===== src/hdl/adc_pkg.sv =====
// Shared constants and types for the converter serial control block
package adc_pkg;

   localparam int WORD_BITS = 24;
   localparam int RES_BITS = 17;
   localparam int CFG_BITS = 8;

   // Field positions inside the output word
   localparam int EOC_POS = 23;
   localparam int FILL_POS = 22;
   localparam int POL_POS = 21;
   localparam int RES_MSB = 20;
   localparam int RES_LSB = 4;

   // Edge counts of the data output phase
   localparam logic [4:0] LAST_FALL = 5'h17;
   localparam logic [3:0] CFG_EDGES = 4'h8;

   // Clamp codes for out-of-range inputs, value field only
   localparam logic [RES_BITS-1:0] OVER_CODE = 17'h10000;
   localparam logic [RES_BITS-1:0] UNDER_CODE = 17'h0FFFF;

   // Rejection encodings
   localparam logic [1:0] REJ_BOTH = 2'h0;
   localparam logic [1:0] REJ_50 = 2'h1;
   localparam logic [1:0] REJ_60 = 2'h2;

   // Pin synchroniser reset: chip select idle high, clock and data low
   localparam logic [2:0] PIN_RST = 3'h4;

   typedef struct packed {
      logic [2:0] gain;
      logic temp_input_select;
      logic reject_select_a;
      logic reject_select_b;
      logic double_speed_select;
   } cfg_t;

   localparam cfg_t CFG_RST = '{gain: 3'h0, temp_input_select: 1'b0, reject_select_a: 1'b0,
                                reject_select_b: 1'b0, double_speed_select: 1'b0};

   typedef struct packed {
      logic over;
      logic under;
      logic polarity;
      logic [RES_BITS-1:0] value;
   } result_t;

   typedef enum logic [1:0] {
      ST_LAUNCH,
      ST_CONVERT,
      ST_SLEEP,
      ST_OUTPUT
   } conv_state_t;

endpackage


===== src/hdl/adc_serial_ctrl.sv =====
// Serial configuration capture and output word framing of the converter
// Behaviour
// Enable bit then seven config bits; clear keeps
// Gain code maps per speed mode
// Rejection code 00 both, 01 50Hz, 10 60Hz
// Reset: external input, gain 1, both, normal
// Selected gain scales full-scale span inversely
// Temperature select converts on-chip sensor
// Temperature forces gain 1 and normal speed
// Default both rejections, or single frequency
// Normal speed calibrates; double speed skips it
// Every word from its own single conversion
// Word: three status, 17 result, four config
// Extra clocks ignored during conversion, output one
// Chip select high aborts, starts conversion
// Done flag high converting, low when complete
// Filler bit always low
// Polarity bit high for positive input
// Polarity may toggle at zero in double speed
// Over/underrange flags and clamped codes
// Bits 20 to 4 two's-complement result
// Config echo: gain bits and temperature select
// Chip select high: output off, clocks ignored
// Done flag shown live while selected
// Bit 23 first, shift on falling edges
// 24th falling edge drives output high
// Config sampled on rising edges, enable first
// New config applies to next conversion
`timescale 1ns/1ps
module adc_serial_ctrl (
   input wire logic core_clk,
   input wire logic rst_n,
   input wire logic cs_n,
   input wire logic sck,
   input wire logic serial_in,
   input wire logic conv_done,
   input wire adc_pkg::result_t conv_result,
   output logic serial_out,
   output logic serial_out_oe,
   output logic conv_start,
   output adc_pkg::cfg_t cfg_active,
   output logic [3:0] gain_log2,
   output logic autocal_en
);

   logic [2:0] pins_s;
   logic cs_n_s;
   logic sck_s;
   logic sdi_s;
   logic sck_d_r;
   logic sck_rise;
   logic sck_fall;
   logic sel;

   adc_pkg::conv_state_t state_r;
   logic [adc_pkg::WORD_BITS-1:0] shift_r;
   logic [4:0] fall_cnt_r;
   logic [3:0] rise_cnt_r;
   logic [adc_pkg::CFG_BITS-1:0] cfg_sr_r;
   logic [adc_pkg::CFG_BITS-1:0] cfg_aligned;
   adc_pkg::cfg_t cfg_nxt;
   logic [adc_pkg::WORD_BITS-1:0] word_nxt;
   logic last_fall;
   logic abort;

   pin_sync #(
      .WIDTH(3),
      .RST_VAL(adc_pkg::PIN_RST)
   ) u_pin_sync (
      .clk(core_clk),
      .rst_n(rst_n),
      .d({cs_n, sck, serial_in}),
      .q(pins_s)
   );

   assign cs_n_s = pins_s[2];
   assign sck_s = pins_s[1];
   assign sdi_s = pins_s[0];
   assign sel = ~cs_n_s;
   assign sck_rise = sck_s & ~sck_d_r;
   assign sck_fall = ~sck_s & sck_d_r;
   // Edges only count while selected and in the output phase
   assign last_fall = (state_r == adc_pkg::ST_OUTPUT) && sel && sck_fall
                      && (fall_cnt_r == adc_pkg::LAST_FALL);
   assign abort = (state_r == adc_pkg::ST_OUTPUT) && cs_n_s;

   always_ff @(posedge core_clk or negedge rst_n) begin
      if (!rst_n) begin
         sck_d_r <= 1'b0;
      end else begin
         sck_d_r <= sck_s;
      end
   end

   // Missing trailing bits of a short write read as zero
   assign cfg_aligned = cfg_sr_r << (adc_pkg::CFG_EDGES - rise_cnt_r);

   always_comb begin
      cfg_nxt = cfg_active;
      if (rise_cnt_r != 4'h0 && cfg_aligned[7]) begin
         cfg_nxt.gain = cfg_aligned[6:4];
         cfg_nxt.temp_input_select = cfg_aligned[3];
         cfg_nxt.reject_select_a = cfg_aligned[2];
         cfg_nxt.reject_select_b = cfg_aligned[1];
         cfg_nxt.double_speed_select = cfg_aligned[0];
      end
      if (cfg_nxt.temp_input_select) begin
         cfg_nxt.gain = 3'h0;
         cfg_nxt.double_speed_select = 1'b0;
      end
   end

   // Result word framed from the conversion that just finished
   always_comb begin
      word_nxt = '0;
      word_nxt[adc_pkg::EOC_POS] = 1'b0;
      word_nxt[adc_pkg::FILL_POS] = 1'b0;
      word_nxt[adc_pkg::POL_POS] = conv_result.polarity;
      word_nxt[adc_pkg::RES_MSB:adc_pkg::RES_LSB] = conv_result.value;
      if (conv_result.over) begin
         word_nxt[adc_pkg::POL_POS] = 1'b1;
         word_nxt[adc_pkg::RES_MSB:adc_pkg::RES_LSB] = adc_pkg::OVER_CODE;
      end else if (conv_result.under) begin
         word_nxt[adc_pkg::POL_POS] = 1'b0;
         word_nxt[adc_pkg::RES_MSB:adc_pkg::RES_LSB] = adc_pkg::UNDER_CODE;
      end
      word_nxt[3:0] = {cfg_active.gain, cfg_active.temp_input_select};
   end

   always_ff @(posedge core_clk or negedge rst_n) begin
      if (!rst_n) begin
         state_r <= adc_pkg::ST_LAUNCH;
      end else begin
         case (state_r)
            adc_pkg::ST_LAUNCH: begin
               state_r <= adc_pkg::ST_CONVERT;
            end
            adc_pkg::ST_CONVERT: begin
               if (conv_done) begin
                  state_r <= adc_pkg::ST_SLEEP;
               end
            end
            adc_pkg::ST_SLEEP: begin
               if (sel) begin
                  state_r <= adc_pkg::ST_OUTPUT;
               end
            end
            adc_pkg::ST_OUTPUT: begin
               if (abort || last_fall) begin
                  state_r <= adc_pkg::ST_LAUNCH;
               end
            end
            default: begin
               state_r <= adc_pkg::ST_LAUNCH;
            end
         endcase
      end
   end

   // Output shift register; ones shift in behind the word
   always_ff @(posedge core_clk or negedge rst_n) begin
      if (!rst_n) begin
         shift_r <= '1;
      end else if (state_r == adc_pkg::ST_CONVERT && conv_done) begin
         shift_r <= word_nxt;
      end else if (state_r == adc_pkg::ST_OUTPUT && sel && sck_fall) begin
         shift_r <= {shift_r[adc_pkg::WORD_BITS-2:0], 1'b1};
      end
   end

   always_ff @(posedge core_clk or negedge rst_n) begin
      if (!rst_n) begin
         fall_cnt_r <= 5'h00;
      end else if (state_r != adc_pkg::ST_OUTPUT) begin
         fall_cnt_r <= 5'h00;
      end else if (sel && sck_fall) begin
         fall_cnt_r <= fall_cnt_r + 5'h01;
      end
   end

   // Configuration sampled on the first eight rising edges
   always_ff @(posedge core_clk or negedge rst_n) begin
      if (!rst_n) begin
         rise_cnt_r <= 4'h0;
         cfg_sr_r <= 8'h00;
      end else if (state_r != adc_pkg::ST_OUTPUT) begin
         rise_cnt_r <= 4'h0;
         cfg_sr_r <= 8'h00;
      end else if (sel && sck_rise && rise_cnt_r != adc_pkg::CFG_EDGES) begin
         rise_cnt_r <= rise_cnt_r + 4'h1;
         cfg_sr_r <= {cfg_sr_r[6:0], sdi_s};
      end
   end

   // Config is switched only at a conversion start
   always_ff @(posedge core_clk or negedge rst_n) begin
      if (!rst_n) begin
         cfg_active <= adc_pkg::CFG_RST;
         gain_log2 <= 4'h0;
         autocal_en <= 1'b1;
      end else if (state_r == adc_pkg::ST_OUTPUT && (abort || last_fall)) begin
         cfg_active <= cfg_nxt;
         autocal_en <= ~cfg_nxt.double_speed_select;
         // Span divides by this power of two
         if (cfg_nxt.double_speed_select || cfg_nxt.gain == 3'h0) begin
            gain_log2 <= {1'b0, cfg_nxt.gain};
         end else begin
            gain_log2 <= {1'b0, cfg_nxt.gain} + 4'h1;
         end
      end
   end

   always_ff @(posedge core_clk or negedge rst_n) begin
      if (!rst_n) begin
         conv_start <= 1'b0;
      end else begin
         conv_start <= (state_r == adc_pkg::ST_LAUNCH);
      end
   end

   // Converting reads as one; extra clocks land here harmlessly
   always_ff @(posedge core_clk or negedge rst_n) begin
      if (!rst_n) begin
         serial_out <= 1'b1;
         serial_out_oe <= 1'b0;
      end else begin
         serial_out_oe <= sel;
         if (state_r == adc_pkg::ST_SLEEP || state_r == adc_pkg::ST_OUTPUT) begin
            serial_out <= shift_r[adc_pkg::WORD_BITS-1];
         end else begin
            serial_out <= 1'b1;
         end
      end
   end
endmodule


===== src/hdl/pin_sync.sv =====
// Two-flop synchroniser for asynchronous pin inputs
`timescale 1ns/1ps
module pin_sync #(
   parameter int WIDTH = 1,
   parameter logic [WIDTH-1:0] RST_VAL = '0
) (
   input wire logic clk,
   input wire logic rst_n,
   input wire logic [WIDTH-1:0] d,
   output logic [WIDTH-1:0] q
);

   logic [WIDTH-1:0] meta_r;

   always_ff @(posedge clk or negedge rst_n) begin
      if (!rst_n) begin
         meta_r <= RST_VAL;
         q <= RST_VAL;
      end else begin
         meta_r <= d;
         q <= meta_r;
      end
   end

endmodule


===== config.mk =====
export PLATFORM = sky130hd
export DESIGN_NAME = adc_serial_ctrl
export DESIGN_NICKNAME = d
export VERILOG_FILES = /design/src/hdl/adc_pkg.sv /design/src/hdl/adc_serial_ctrl.sv /design/src/hdl/pin_sync.sv
export SDC_FILE = /design/constraint.sdc
export NUM_CORES = 1
export LEC_CHECK = 0
export BUFFER_PORTS_ARGS = -buffer_cell sky130_fd_sc_hd__buf_2
export CAP_MARGIN = 20
export CORE_AREA = 2 2 84 86
export DETAILED_ROUTE_END_ITERATION = 6
export DIE_AREA = 0 0 86 88
export PLACE_DENSITY_LB_ADDON = 0.08
export SYNTH_ARGS = -nofsm -noshare
export SYNTH_HDL_FRONTEND = slang
export SYNTH_SLANG_ARGS = --single-unit

===== constraint.sdc =====
create_clock -name core_clk -period 5.71 [get_ports core_clk]
set_clock_uncertainty 0.1 [all_clocks]
set_input_delay 0.8565 -clock core_clk [delete_from_list [all_inputs] [get_ports core_clk]]
set_output_delay 0.8565 -clock core_clk [all_outputs]
set_load 0.05 [all_outputs]

# Word level (Yosys, flattened, before mapping)

Index checks and enable logic that the tools add are counted.
Widths: inputs -> output; s select.

Register bits: 65
Word-level logic and storage cells: 78
Output and inout port bits: 15
Input bits: 26

Shift operators: 1
Add/subtract/negate cells: 4
Reduce and logical (&&, ||, !) cells: 21
Mux-type cells: 19
Equality and inequality tests: 9
Bitwise logic cells: 6

Operators by type and width:

| operator            | count |
|---|---|
| $mux 24             | 2 |
| $mux 18             | 2 |
| $mux 8              | 2 |
| $mux 4              | 3 |
| $logic_and 1x1->1   | 10 |
| $mux 5              | 2 |
| $pmux 2 s4          | 1 |
| $shl 8x4->8         | 1 |
| $mux 7              | 1 |
| $mux 2              | 3 |
| $ne 2x2->1 const B  | 3 |
| $reduce_bool 2->1   | 3 |
| $add 5x1->5 const B | 1 |
| $eq 5x5->1 const B  | 1 |
| $add 3x1->4 const B | 1 |
| $add 4x1->4 const B | 1 |
| $eq 2x2->1 const B  | 2 |
| $ne 4x4->1 const B  | 1 |
| $not 1->1           | 4 |
| $reduce_bool 4->1   | 1 |
| $sub 4x4->4 const A | 1 |
| $logic_not 3->1     | 1 |
| $logic_or 1x1->1    | 3 |
| $mux 3              | 1 |
| 7 further kinds     | 9 |

# Logic depth before layout (Yosys ltp)

Gate-level depths: netlist (run 1).

Depth after elaboration: 8
Mapped depth: 17
Depth with buffers taken out: 13

# Hierarchy

Synthesis (run 1) repeated with hierarchy kept, for this count alone.

Cells, all modules: 379
Area total of the unflattened synthesis: 3598.5 µm²

Modules (own cells, without submodules):

| module          | sequential area each (µm²) | times used | cells an instance | area each (µm²) |
|---|---|---|---|---|
| adc_serial_ctrl | 1508.9                     | 1          | 373               | 3445.8 |
| pin_sync        | 152.6                      | 1          | 6                 | 152.6 |

# Worst setup path after synthesis (run 1)

Ideal clock, no wire load.

Path type: reg2reg
Start point: register rise_cnt_r[0]
End point: register gain_log2[0]
Period minus slack after synthesis: 4031 ps
Cell stages (with the launch flop): 16
Data arrival time: 3805 ps
Required time: 5484 ps
Library setup time: 126 ps
Path buffers: 4
Setup slack: 1679 ps
Path through: dfrtp_1 > buf_4 > buf_2 > inv_1 > ha_1 > buf_4 > xnor2_4 > and3_4 > or4_1 > buf_2 > or4_4 > and2_4 > ha_1 > a2111oi_0 > nor2_1 > a221o_1

Cells in the longest elaborated chain, start to end: 8
Elaborated cells between the ends (all ways): 11
Those cells by class: add/sub (2); shift (1); mux (4); reduce/logical (4)

RTL lines:

| element                                             | RTL line               | RTL |
|---|---|---|
| from (decl)                                         | adc_serial_ctrl.sv:58  | `logic [3:0] rise_cnt_r;` |
| from (signal assigned)                              | adc_serial_ctrl.sv:190 | `rise_cnt_r <= rise_cnt_r + 4'h1;` |
| $sub 4x4->4                                         | adc_serial_ctrl.sv:96  | `assign cfg_aligned = cfg_sr_r << (adc_pkg::CFG_EDGES - rise_cnt_r);` |
| $shl 8x4->8                                         | adc_serial_ctrl.sv:96  |  |
| $logic_and 1x1->1                                   | adc_serial_ctrl.sv:100 | `if (rise_cnt_r != 4'h0 && cfg_aligned[7]) begin` |
| $mux 7 *                                            | adc_serial_ctrl.sv:100 |  |
| branches (longest 3 deep; another with $add 3x1->4) | -                      |  |
| $mux 4 *                                            | adc_serial_ctrl.sv:205 | `if (cfg_nxt.double_speed_select \|\| cfg_nxt.gain == 3'h0) begin` |
| to (signal assigned)                                | adc_serial_ctrl.sv:206 | `gain_log2 <= {1'b0, cfg_nxt.gain};` |
| to (signal assigned)                                | adc_serial_ctrl.sv:208 | `gain_log2 <= {1'b0, cfg_nxt.gain} + 4'h1;` |
| to (decl)                                           | adc_serial_ctrl.sv:42  | `output logic [3:0] gain_log2,` |

Mark *: on every way between the ends.
A chain may end at the register's enable or synchronous reset.

# Final worst setup path (run 1)

Same ends and word-level chain as after synthesis.

==> results of run 1 <==
through the flow:
stage                     total power [W]  util [%]  hold slack (ns)  area (um2)  setup WS, ns
final                             0.00151      59.7            0.246        3970          1.09
after detailed placement          0.00114      56.8            0.236        3770          1.14
after global routing              0.00161      59.7            0.265        3970         0.733
after CTS                         0.00152      59.5            0.251        3950          1.12
after floorplan                   0.00104         -            0.231        3560          1.68
after global placement            0.00113      56.8            0.232        3770          1.27
area by class of cell:
class,instances,area [um2]
clock buffers,13,139
clock inverters,3,42.5
fillers,602,2680
inverters,11,41.3
multi-input cells,299,1750
flip-flops and latches,65,1660
well taps,80,100
repair buffers,44,234
final timing paths:
kind | start | slack (ns) | endpoint
max reg2reg | rise_cnt_r[0] | 1.09 | gain_log2[0]
max in group asynchronous | rst_n | 4.41 | state_r[0]
min | u_pin_sync.meta_r[0] | 0.25 | u_pin_sync.q[0]
min in group asynchronous | rst_n | 0.58 | cfg_sr_r[2]
max | rise_cnt_r[0] | 1.09 | gain_log2[0]
min reg2reg | u_pin_sync.meta_r[0] | 0.25 | u_pin_sync.q[0]
state kept, by name, summed over array words and instances (netlist names):
register,cells
u_pin_sync.q,3
cfg_active,7
state_r,2
autocal_en,1
serial_out,1
cfg_sr_r,8
rise_cnt_r,4
serial_out_oe,1
sck_d_r,1
gain_log2,4
conv_start,1
shift_r,24
u_pin_sync.meta_r,3
fall_cnt_r,5
cell usage in the layout (no fill, tap or decap), types with 6 or more instances in the layout:
cell type  netlist  routed
a31oi_1         23      23
o21ai_0         12      12
buf_2            3      40
ha_1             9       9
clkbuf_8         0       9
nand2_1         74      74
inv_1           10      10
nor2b_1          9       9
dfstp_2         28      28
nor2_1          64      64
mux2i_1          8       8
a21oi_1         11      11
nor3_1           6       6
a21boi_0         9       9
dfrtp_1         37      37
and2_1           7       7
logic make-up after synthesis:
| group | after synthesis | share of synthesized area [%] |
|---|---|---|
| flip-flops | 65 | 46.7 |
| adder cells (fa/ha/maj) | 9 | 3.16 |
| AND/OR/NAND/NOR | 187 | 23.6 |
| multiplexers | 14 | 4.47 |
| buffers and inverters | 35 | 4.22 |
| AO/OA/AOI/OAI | 79 | 14.9 |
| XOR/XNOR | 10 | 2.99 |
power by group through the flow:
stage	registers, W	logic (W)	clock network [W]
global placement	0.000707	0.000425	0
floorplan	0.000762	0.000276	0
finish	0.000702	0.000429	0.000376
detailed placement	0.000708	0.000434	0
CTS	0.000703	0.000434	0.000388
global route	0.000718	0.000487	0.000407
metal layers:
metal / vias to the layer above / track usage (%) / wire length, um
li1: 1419 / - / -
met1: 1353 / 27.0 / 3420
met2: 52 / 33.0 / 3440
met3: 4 / 4.90 / 287
met4: 0 / 8.66 / 65
met5: - / 0 / 0
Yosys cell counts, types with 4 or more instances:
master    number  share of area (%)
nor3_1         6               0.84
nand2b_1       4               0.70
xor2_1         4               0.98
ha_1           9                3.2
mux2i_1        8                2.3
dfrtp_1       37                 26
dfstp_2       28                 21
xnor2_1        5                1.2
o21ai_0       12                1.7
nand2_1       74                7.8
nor2b_1        9                1.6
and2_1         7                1.2
a21oi_1       11                1.5
inv_1         10                1.1
a21boi_0       9                1.9
clkbuf_1      16                1.7
a21o_1         4               0.84
nor2_1        64                6.8
a31oi_1       23                4.0
mux2_2         5                1.6
==> impl_metrics.py, run 1 <==
metrics = {
    "sta": {
        "setup-violations-final": 0,
        "max_freq_mhz": 217,
        "grt_setup_unrepaired": "false",
        "fin_setup_tns_ns": 0,
        "max_slew_margin_pct": 44.2,
        "min_period_ns": 4.62,
        "period_share_pct": 80.8,
        "worstMarginPinSlew_ns": 0.836,
        "slew_violations": 0,
        "hold_viol": 0,
    },
    "cts": {
        "cts_tree": "yes",
        "cts_setup_buffers": 0,
        "clk_root_buffer_cell": "clkbuf_8",
        "worstSkewPairLatency_ns": 0.34,
        "post_cts_resized": 0,
        "hold_buffers": 0,
        "htreeDepth": 3,
        "cts_buffers": 9,
        "cts.sinks": 65,
        "clockBufferDepth": 2,
        "clk_pin_slew_ns": 0.08,
    },
    "power_and_ir_drop": {
        "power.leakage_nw": 1.80,
        "p_int_w": 0.000997,
        "swShare_pct": 33.8,
        "pwr-share-clk_pct": 24.9,
        "pwr-share-seq_pct": 46.6,
        "power_switching_w": 0.000509,
        "pwr-share-comb_pct": 28.4,
        "p_per_area_nw_per_um2": 380,
        "peakVddDrop_mv": 0.305,
    },
    "die": {
        "row_count": 30,
        "core-area_um2": 6640,
        "io_pins": 41,
        "die_x_um": 86,
        "die_h_um": 88,
        "initial_core_util_pct": 53.6,
        "dieArea_um2": 7570,
    },
    "synthesis": {
        "synth-seq-cells": 65,
        "synth_cell_types": 55,
        "yosysWarningCount": 0,
        "synth_fp_nets": 434,
        "syn_avg_cell_area_um2": 8.92,
        "async_reset_ff_share_pct": 100,
        "synthFlopType": "dfrtp_1",
        "syn_area_um2": 3560,
        "syn_inst": 399,
        "synth_edf_count": 0,
        "yosysSeqAreaShare_pct": 46.7,
    },
    "finish": {
        "nets": 465,
        "drive_above_1_share_pct": 22.3,
        "synthToLayoutAreaGrowth_pct": 11.4,
        "instances_no_fill": 515,
        "diodes": 0,
    },
    "worst_setup_path": {
        "cp_slowest_cell": "dfrtp_1",
        "path_delay_family": "simple AND/OR/NAND/NOR gates",
        "crit_type": "reg2reg",
        "path_cells": "inv_1, ha_1, inv_1, and3_1, or4_1, or4_4, and2_4, ha_1, a2111oi_0, nor2_1, a221o_1",
        "cp-end-kind": "flip-flop",
        "cp.depth": 11,
        "critPathMaxStageDelay_ns": 0.69,
        "critPathLaunchType": "flip-flop",
        "cp.required_ns": 5.84,
        "r2r_cells": 11,
        "cp_max_fo": 17,
        "cp_num_buf_inv": 2,
        "worst_ep_arrival_time_ns": 4.74,
    },
    "drt": {
        "drtIter0Drc": 143,
        "drtAntennaViolNets": 0,
        "drc_errors": 0,
        "wl_per_cell_um": 14.0,
        "num_vias": 2828,
        "wl_um": 7210,
        "first_pass_iters": 4,
        "viasPerCell": 5.49,
    },
    "global_routing": {
        "grt_usage_pct": 20.6,
        "grt_max_degree": 66,
        "first_global_vias": 2686,
        "antenna_found_initial": 0,
        "grt_pass1_wl_um": 12200,
        "grt_overflow": 0,
    },
    "place": {
        "place_congestion": 0.912,
        "dp_hpwl_um": 4920,
        "place_inst": 498,
        "portBuffers": 40,
    },
    "run": {
        "cap_viol_max_count": 0,
    },
    "outcome": {
        "outcome": "finished clean",
    },
    "min_path": {
        "hold_path.class": "reg2reg",
        "whs_path_depth": 0,
    },
}
Note: power is estimated with default switching activity, not from simulation.
==> run 2, diff against run 1 <==
- ABC_AREA: default -> 1
- clock period: 5.71 -> 4.21 ns (I/O delays scaled with it)
==> run 2 against run 1 <==
- global-route usage down 0.54 points
- total power up 34%
- register-to-register slack improved by 0.29 ns
- utilization down 1.8 points
- worst setup slack gained 0.29 ns
- worst hold slack got worse by 0.084 ns
- combinational power is 45% higher
- first-iteration DRC count down 13%
- flip-flop and latch count unchanged
- critical endpoint is now gain_log2[2]
- largest power group unchanged
==> impl_metrics.py, run 2 <==
metrics = {
    "outcome": {
        "outcome": "finished clean",
    },
    "place": {
        "place_congestion": 0.812,
        "portBuffers": 40,
        "dp_hpwl_um": 4670,
        "place_inst": 505,
        "placed_area_um2": 3640,
    },
    "finish": {
        "largestRegisters": "shift_r x24, cfg_sr_r x8, cfg_active x7",
        "multi_input_area_um2": 1490,
        "fin_area_um2": 3850,
        "regArea_um2": 1660,
        "regMostFlops": "shift_r",
        "instances_no_fill": 522,
        "diodes": 0,
        "layout_common_cells": "nand2_1 (91), buf_2 (40), inv_1 (39)",
        "layout_commonest_cell": "nand2_1",
        "drive_above_1_share_pct": 26.0,
        "nets": 472,
        "nFillCells": 622,
        "largest_register_ffs": 24,
        "synthToLayoutAreaGrowth_pct": 13.9,
    },
    "cts": {
        "htreeDepth": 3,
        "cts.sinks": 65,
        "clk_root_buffer_cell": "clkbuf_8",
        "post_cts_resized": 0,
        "hold_buffers": 0,
        "clockBufferDepth": 2,
        "worstSkewPairLatency_ns": 0.35,
        "cts_buffers": 9,
        "clk_pin_slew_ns": 0.08,
        "cts_setup_buffers": 0,
        "cts_tree": "yes",
    },
    "global_routing": {
        "grt_max_degree": 49,
        "grt_pass1_wl_um": 11900,
        "antenna_found_initial": 0,
        "grt_overflow": 0,
        "grt_usage_pct": 20.1,
        "first_global_vias": 2632,
    },
    "die": {
        "dieArea_um2": 7570,
        "die_x_um": 86,
        "io_pins": 41,
        "core-area_um2": 6640,
        "initial_core_util_pct": 50.8,
        "row_count": 30,
        "die_h_um": 88,
    },
    "sta": {
        "setup-violations-final": 0,
        "worstMarginPinSlew_ns": 0.921,
        "fin_setup_tns_ns": 0,
        "slew_violations": 0,
        "max_freq_mhz": 354,
        "grt_setup_unrepaired": "false",
        "min_period_ns": 2.82,
        "period_share_pct": 67.1,
        "max_slew_margin_pct": 38.4,
        "hold_viol": 0,
    },
    "drt": {
        "drtAntennaViolNets": 0,
        "first_pass_iters": 5,
        "wl_per_cell_um": 12.8,
        "num_vias": 2751,
        "wl_um": 6670,
        "viasPerCell": 5.27,
        "drtIter0Drc": 124,
        "drc_errors": 0,
    },
    "synthesis": {
        "synth_cell_types": 40,
        "syn_inst": 395,
        "synthFlopType": "dfrtp_1",
        "synth.top_cell.area_share_pct": 27.4,
        "async_reset_ff_share_pct": 100,
        "synthTopCellsByCount": "nand2_1 (91), inv_1 (39), dfrtp_1 (37)",
        "synth_fp_nets": 430,
        "yosysSeqAreaShare_pct": 49.2,
        "syn_area_um2": 3380,
        "yosysMostFrequentCell": "nand2_1",
        "synth_top_area_cell": "dfrtp_1",
        "synthTopCellsByArea": "dfrtp_1 (27%), dfstp_2 (22%), nand2_1 (10%)",
        "syn_avg_cell_area_um2": 8.55,
        "synth_edf_count": 0,
        "yosysWarningCount": 0,
        "synth-seq-cells": 65,
    },
    "worst_setup_path": {
        "crit_type": "reg2reg",
        "critPathLaunchType": "flip-flop",
        "ff2ff_setup_slack_ns": 1.39,
        "cp-end-kind": "flip-flop",
        "cp.required_ns": 4.34,
        "startpoint": "rise_cnt_r[0]",
        "worst_ep_arrival_time_ns": 2.96,
        "r2r_cells": 18,
        "r2r_start": "rise_cnt_r[0]",
        "r2r-end": "gain_log2[2]",
        "cp_max_fo": 12,
    },
    "power_and_ir_drop": {
        "peakVddDrop_mv": 0.262,
        "power.leakage_nw": 1.95,
        "p_per_area_nw_per_um2": 525,
    },
    "run": {
        "cap_viol_max_count": 0,
    },
    "min_path": {
        "hold_path.class": "in2async",
    },
}
==> run 2: worst max path at each step <==
stage	to	slack, ns
2_1_floorplan	gain_log2[2]	1.76
3_3_place_gp	gain_log2[2]	1.49
3_5_place_dp	gain_log2[2]	1.40
4_1_cts	gain_log2[2]	1.40
5_1_grt	gain_log2[2]	1.03
6_report	gain_log2[2]	1.39
==> run 2: stage by stage <==
stage	setup slack, ns	utilization (%)	total power [W]	hold WS, ns
2_1_floorplan	1.76	-	0.00140	0.231
4_1_cts	1.40	57.5	0.00204	0.257
3_5_place_dp	1.40	54.8	0.00155	0.241
6_report	1.39	57.9	0.00202	0.162
3_3_place_gp	1.49	54.8	0.00153	0.236
5_1_grt	1.03	57.9	0.00218	0.191
==> run 2: power breakdown <==
part / switching [W] / internal [W]
clock: 0.000245 / 0.000243
combinational: 0.000416 / 0.000206
sequential: 0.0000731 / 0.000838
total: 0.000734 / 0.00129
==> run 2: kinds of logic (layout without fill, tap and decap cells) <==
| logic type | after synthesis | after routing | share of synthesized area (%) |
|---|---|---|---|
| flip-flops | 65 | 65 | 49.2 |
| adder cells (fa/ha/maj) | 9 | 9 | 3.33 |
| AO/OA/AOI/OAI | 83 | 83 | 14.5 |
| buffers and inverters | 56 | 103 | 6.59 |
| XOR/XNOR | 2 | 2 | 0.741 |
| AND/OR/NAND/NOR | 180 | 180 | 25.7 |
==> run 2: area by class of cell <==
type | instances | area share, %
clock buffers | 11 | 3.94
clock inverters | 5 | 0.716
inverters | 43 | 4.20
multi-input cells | 274 | 38.8
flip-flops and latches | 65 | 43.2
well taps | 80 | 2.60
repair buffers | 44 | 6.51
==> run 2: critical path, stage by stage, from the launching register on <==
cell,delay [ns]
dfrtp_1,0.55
inv_2,0.17
ha_1,0.47
inv_2,0.11
nand3_1,0.11
nand2_1,0.07
nand2_2,0.09
nand3_2,0.17
nand2_4,0.13
nand2_8,0.08
nand2_4,0.10
inv_1,0.05
ha_1,0.20
inv_1,0.05
nor2_1,0.03
nand3_1,0.08
nand2_1,0.05
nand2_1,0.05
nand2_1,0.05
==> run 2: routing by layer <==
| metal | up-vias | wire length, um | track usage [%] |
|---|---|---|---|
| li1 | 1391 | - | - |
| met1 | 1295 | 3150 | 25.5 |
| met2 | 55 | 3140 | 32.8 |
| met3 | 10 | 274 | 6.13 |
| met4 | 0 | 111 | 6.64 |
| met5 | - | 0 | 0 |
==> run 3, diff against run 2 <==
- CORE_AREA: 2 2 84 86 -> 2 2 82 84
- DIE_AREA: 0 0 86 88 -> 0 0 84 86
- clock period: 4.21 -> 2.9 ns (I/O delays scaled with it)
==> run 3 against run 2 <==
- utilization is 3.1 points higher
- non-clock buffer count up 1
- global-route usage increased by 0.41 points
- largest power group unchanged
- clock power up 35%
- sequential power rose by 45%
- clock-buffer cell count did not move
- cell count shrank 0.38%
- flip-flop and latch count unchanged
- sequential share of layout area up 0.21 points
- worst hold slack got worse by 0.14 ns
- maximum frequency is 10% higher
==> impl_metrics.py, run 3 (synthesis results as in run 2) <==
metrics = {
    "finish": {
        "drive_above_1_share_pct": 25.7,
        "synthToLayoutAreaGrowth_pct": 13.3,
        "nFillCells": 588,
        "multi_input_area_um2": 1490,
        "fin_util_pct": 61.0,
        "nets": 473,
        "largestRegisters": "shift_r x24, cfg_sr_r x8, cfg_active x7",
        "instances_no_fill": 520,
        "layout_commonest_cell": "nand2_1",
        "largest_register_ffs": 24,
        "regArea_um2": 1660,
        "layout_common_cells": "nand2_1 (91), buf_2 (40), inv_1 (39)",
        "diodes": 0,
        "regMostFlops": "shift_r",
    },
    "die": {
        "dieArea_um2": 7220,
        "initial_core_util_pct": 53.8,
        "die_h_um": 86,
        "io_pins": 41,
        "core-area_um2": 6280,
        "row_count": 29,
        "die_x_um": 84,
    },
    "global_routing": {
        "grt_overflow": 0,
        "grt_usage_pct": 20.5,
        "grt_max_degree": 40,
        "antenna_found_initial": 0,
        "first_global_vias": 2725,
        "grt_pass1_wl_um": 11800,
    },
    "worst_setup_path": {
        "worst_ep_arrival_time_ns": 2.70,
        "crit_type": "reg2reg",
        "critPathLaunchType": "flip-flop",
        "cp.required_ns": 3.04,
        "cp_max_fo": 12,
        "cp-end-kind": "flip-flop",
    },
    "cts": {
        "post_cts_resized": 0,
        "clk_root_buffer_cell": "clkbuf_8",
        "clockBufferDepth": 2,
        "clk_pin_slew_ns": 0.07,
        "hold_buffers": 0,
        "cts_tree": "yes",
        "cts_setup_buffers": 0,
        "htreeDepth": 3,
        "worstSkewPairLatency_ns": 0.35,
        "cts_buffers": 9,
        "cts.sinks": 65,
    },
    "drt": {
        "wl_um": 6590,
        "drc_errors": 0,
        "num_vias": 2758,
        "drtIter0Drc": 114,
        "wl_per_cell_um": 12.7,
        "first_pass_iters": 4,
        "drtAntennaViolNets": 0,
        "viasPerCell": 5.30,
    },
    "power_and_ir_drop": {
        "p_per_area_nw_per_um2": 756,
        "peakVddDrop_mv": 0.423,
        "power.leakage_nw": 1.93,
        "p_total_w": 0.00289,
    },
    "sta": {
        "fin_setup_tns_ns": 0,
        "min_period_ns": 2.56,
        "hold_viol": 0,
        "grt_setup_unrepaired": "false",
        "max_slew_margin_pct": 55.8,
        "setup-violations-final": 0,
        "slew_violations": 0,
        "worstMarginPinSlew_ns": 0.662,
        "period_share_pct": 88.3,
        "max_freq_mhz": 390,
    },
    "place": {
        "dp_hpwl_um": 4620,
        "place_inst": 504,
        "portBuffers": 40,
        "place_congestion": 0.813,
    },
    "min_path": {
        "hold_path.class": "in2async",
    },
    "outcome": {
        "outcome": "finished clean",
    },
    "run": {
        "cap_viol_max_count": 0,
    },
}
-- run 3: final cells by class --
type / instances / share of cell area, %
Multi-Input combinational cell: 274 / 39.0
Clock inverter: 5 / 0.850
Timing Repair Buffer: 45 / 6.54
Inverter: 43 / 4.22
Tap cell: 77 / 2.52
Sequential cell: 65 / 43.4
Clock buffer: 11 / 3.43
-- run 3: worst paths after layout --
kind | cells past startpoint | startpoint | endpoint | slack, ns
min in group core_clk | 1 | cs_n | u_pin_sync.meta_r[2] | 0.09
worst min-delay path | 1 | rst_n | serial_out_oe | 0.02
worst max-delay path | 18 | rise_cnt_r[0] | gain_log2[2] | 0.34
worst max register to register | 18 | rise_cnt_r[0] | gain_log2[2] | 0.34
worst min register to register | 0 | u_pin_sync.meta_r[1] | u_pin_sync.q[1] | 0.26
max in group asynchronous | 2 | rst_n | shift_r[15] | 2.00
-- run 3: metal layers --
layer | global-route usage, % | vias up | share of wire, %
met3 | 3.56 | 13 | 3.7
li1 | - | 1390 | -
met4 | 11.0 | 0 | 2.3
met1 | 26.0 | 1300 | 47
met5 | 0 | - | 0
met2 | 33.7 | 55 | 47
-- run 3: where the power goes --
group	internal [W]	switching [W]	total [W]
clock	0.000307	0.000352	0.000659
sequential	0.00122	0.0000987	0.00132
combinational	0.000302	0.000617	0.000918
total	0.00182	0.00107	0.00289
-- run 3: stage by stage --
stage | hold WS (ns) | cell area, um2 | setup WS [ns]
after floorplan | 0.0394 | 3380 | 0.447
after global placement | 0.235 | 3660 | 0.430
after detailed placement | 0.239 | 3660 | 0.366
after CTS | 0.0255 | 3830 | 0.335
after global routing | 0.0684 | 3830 | 0.0693
final | 0.0173 | 3830 | 0.339
-- run 3: critical path: stages, from the launching register on --
cell,delay [ns]
dfrtp_1,0.36
inv_2,0.10
ha_1,0.45
inv_2,0.12
nand3_1,0.12
nand2_1,0.07
nand2_2,0.10
nand3_2,0.18
nand2_4,0.13
nand2_8,0.08
nand2_4,0.10
inv_1,0.05
ha_1,0.19
inv_1,0.06
nor2_1,0.03
nand3_1,0.08
nand2_1,0.05
nand2_1,0.05
nand2_1,0.04
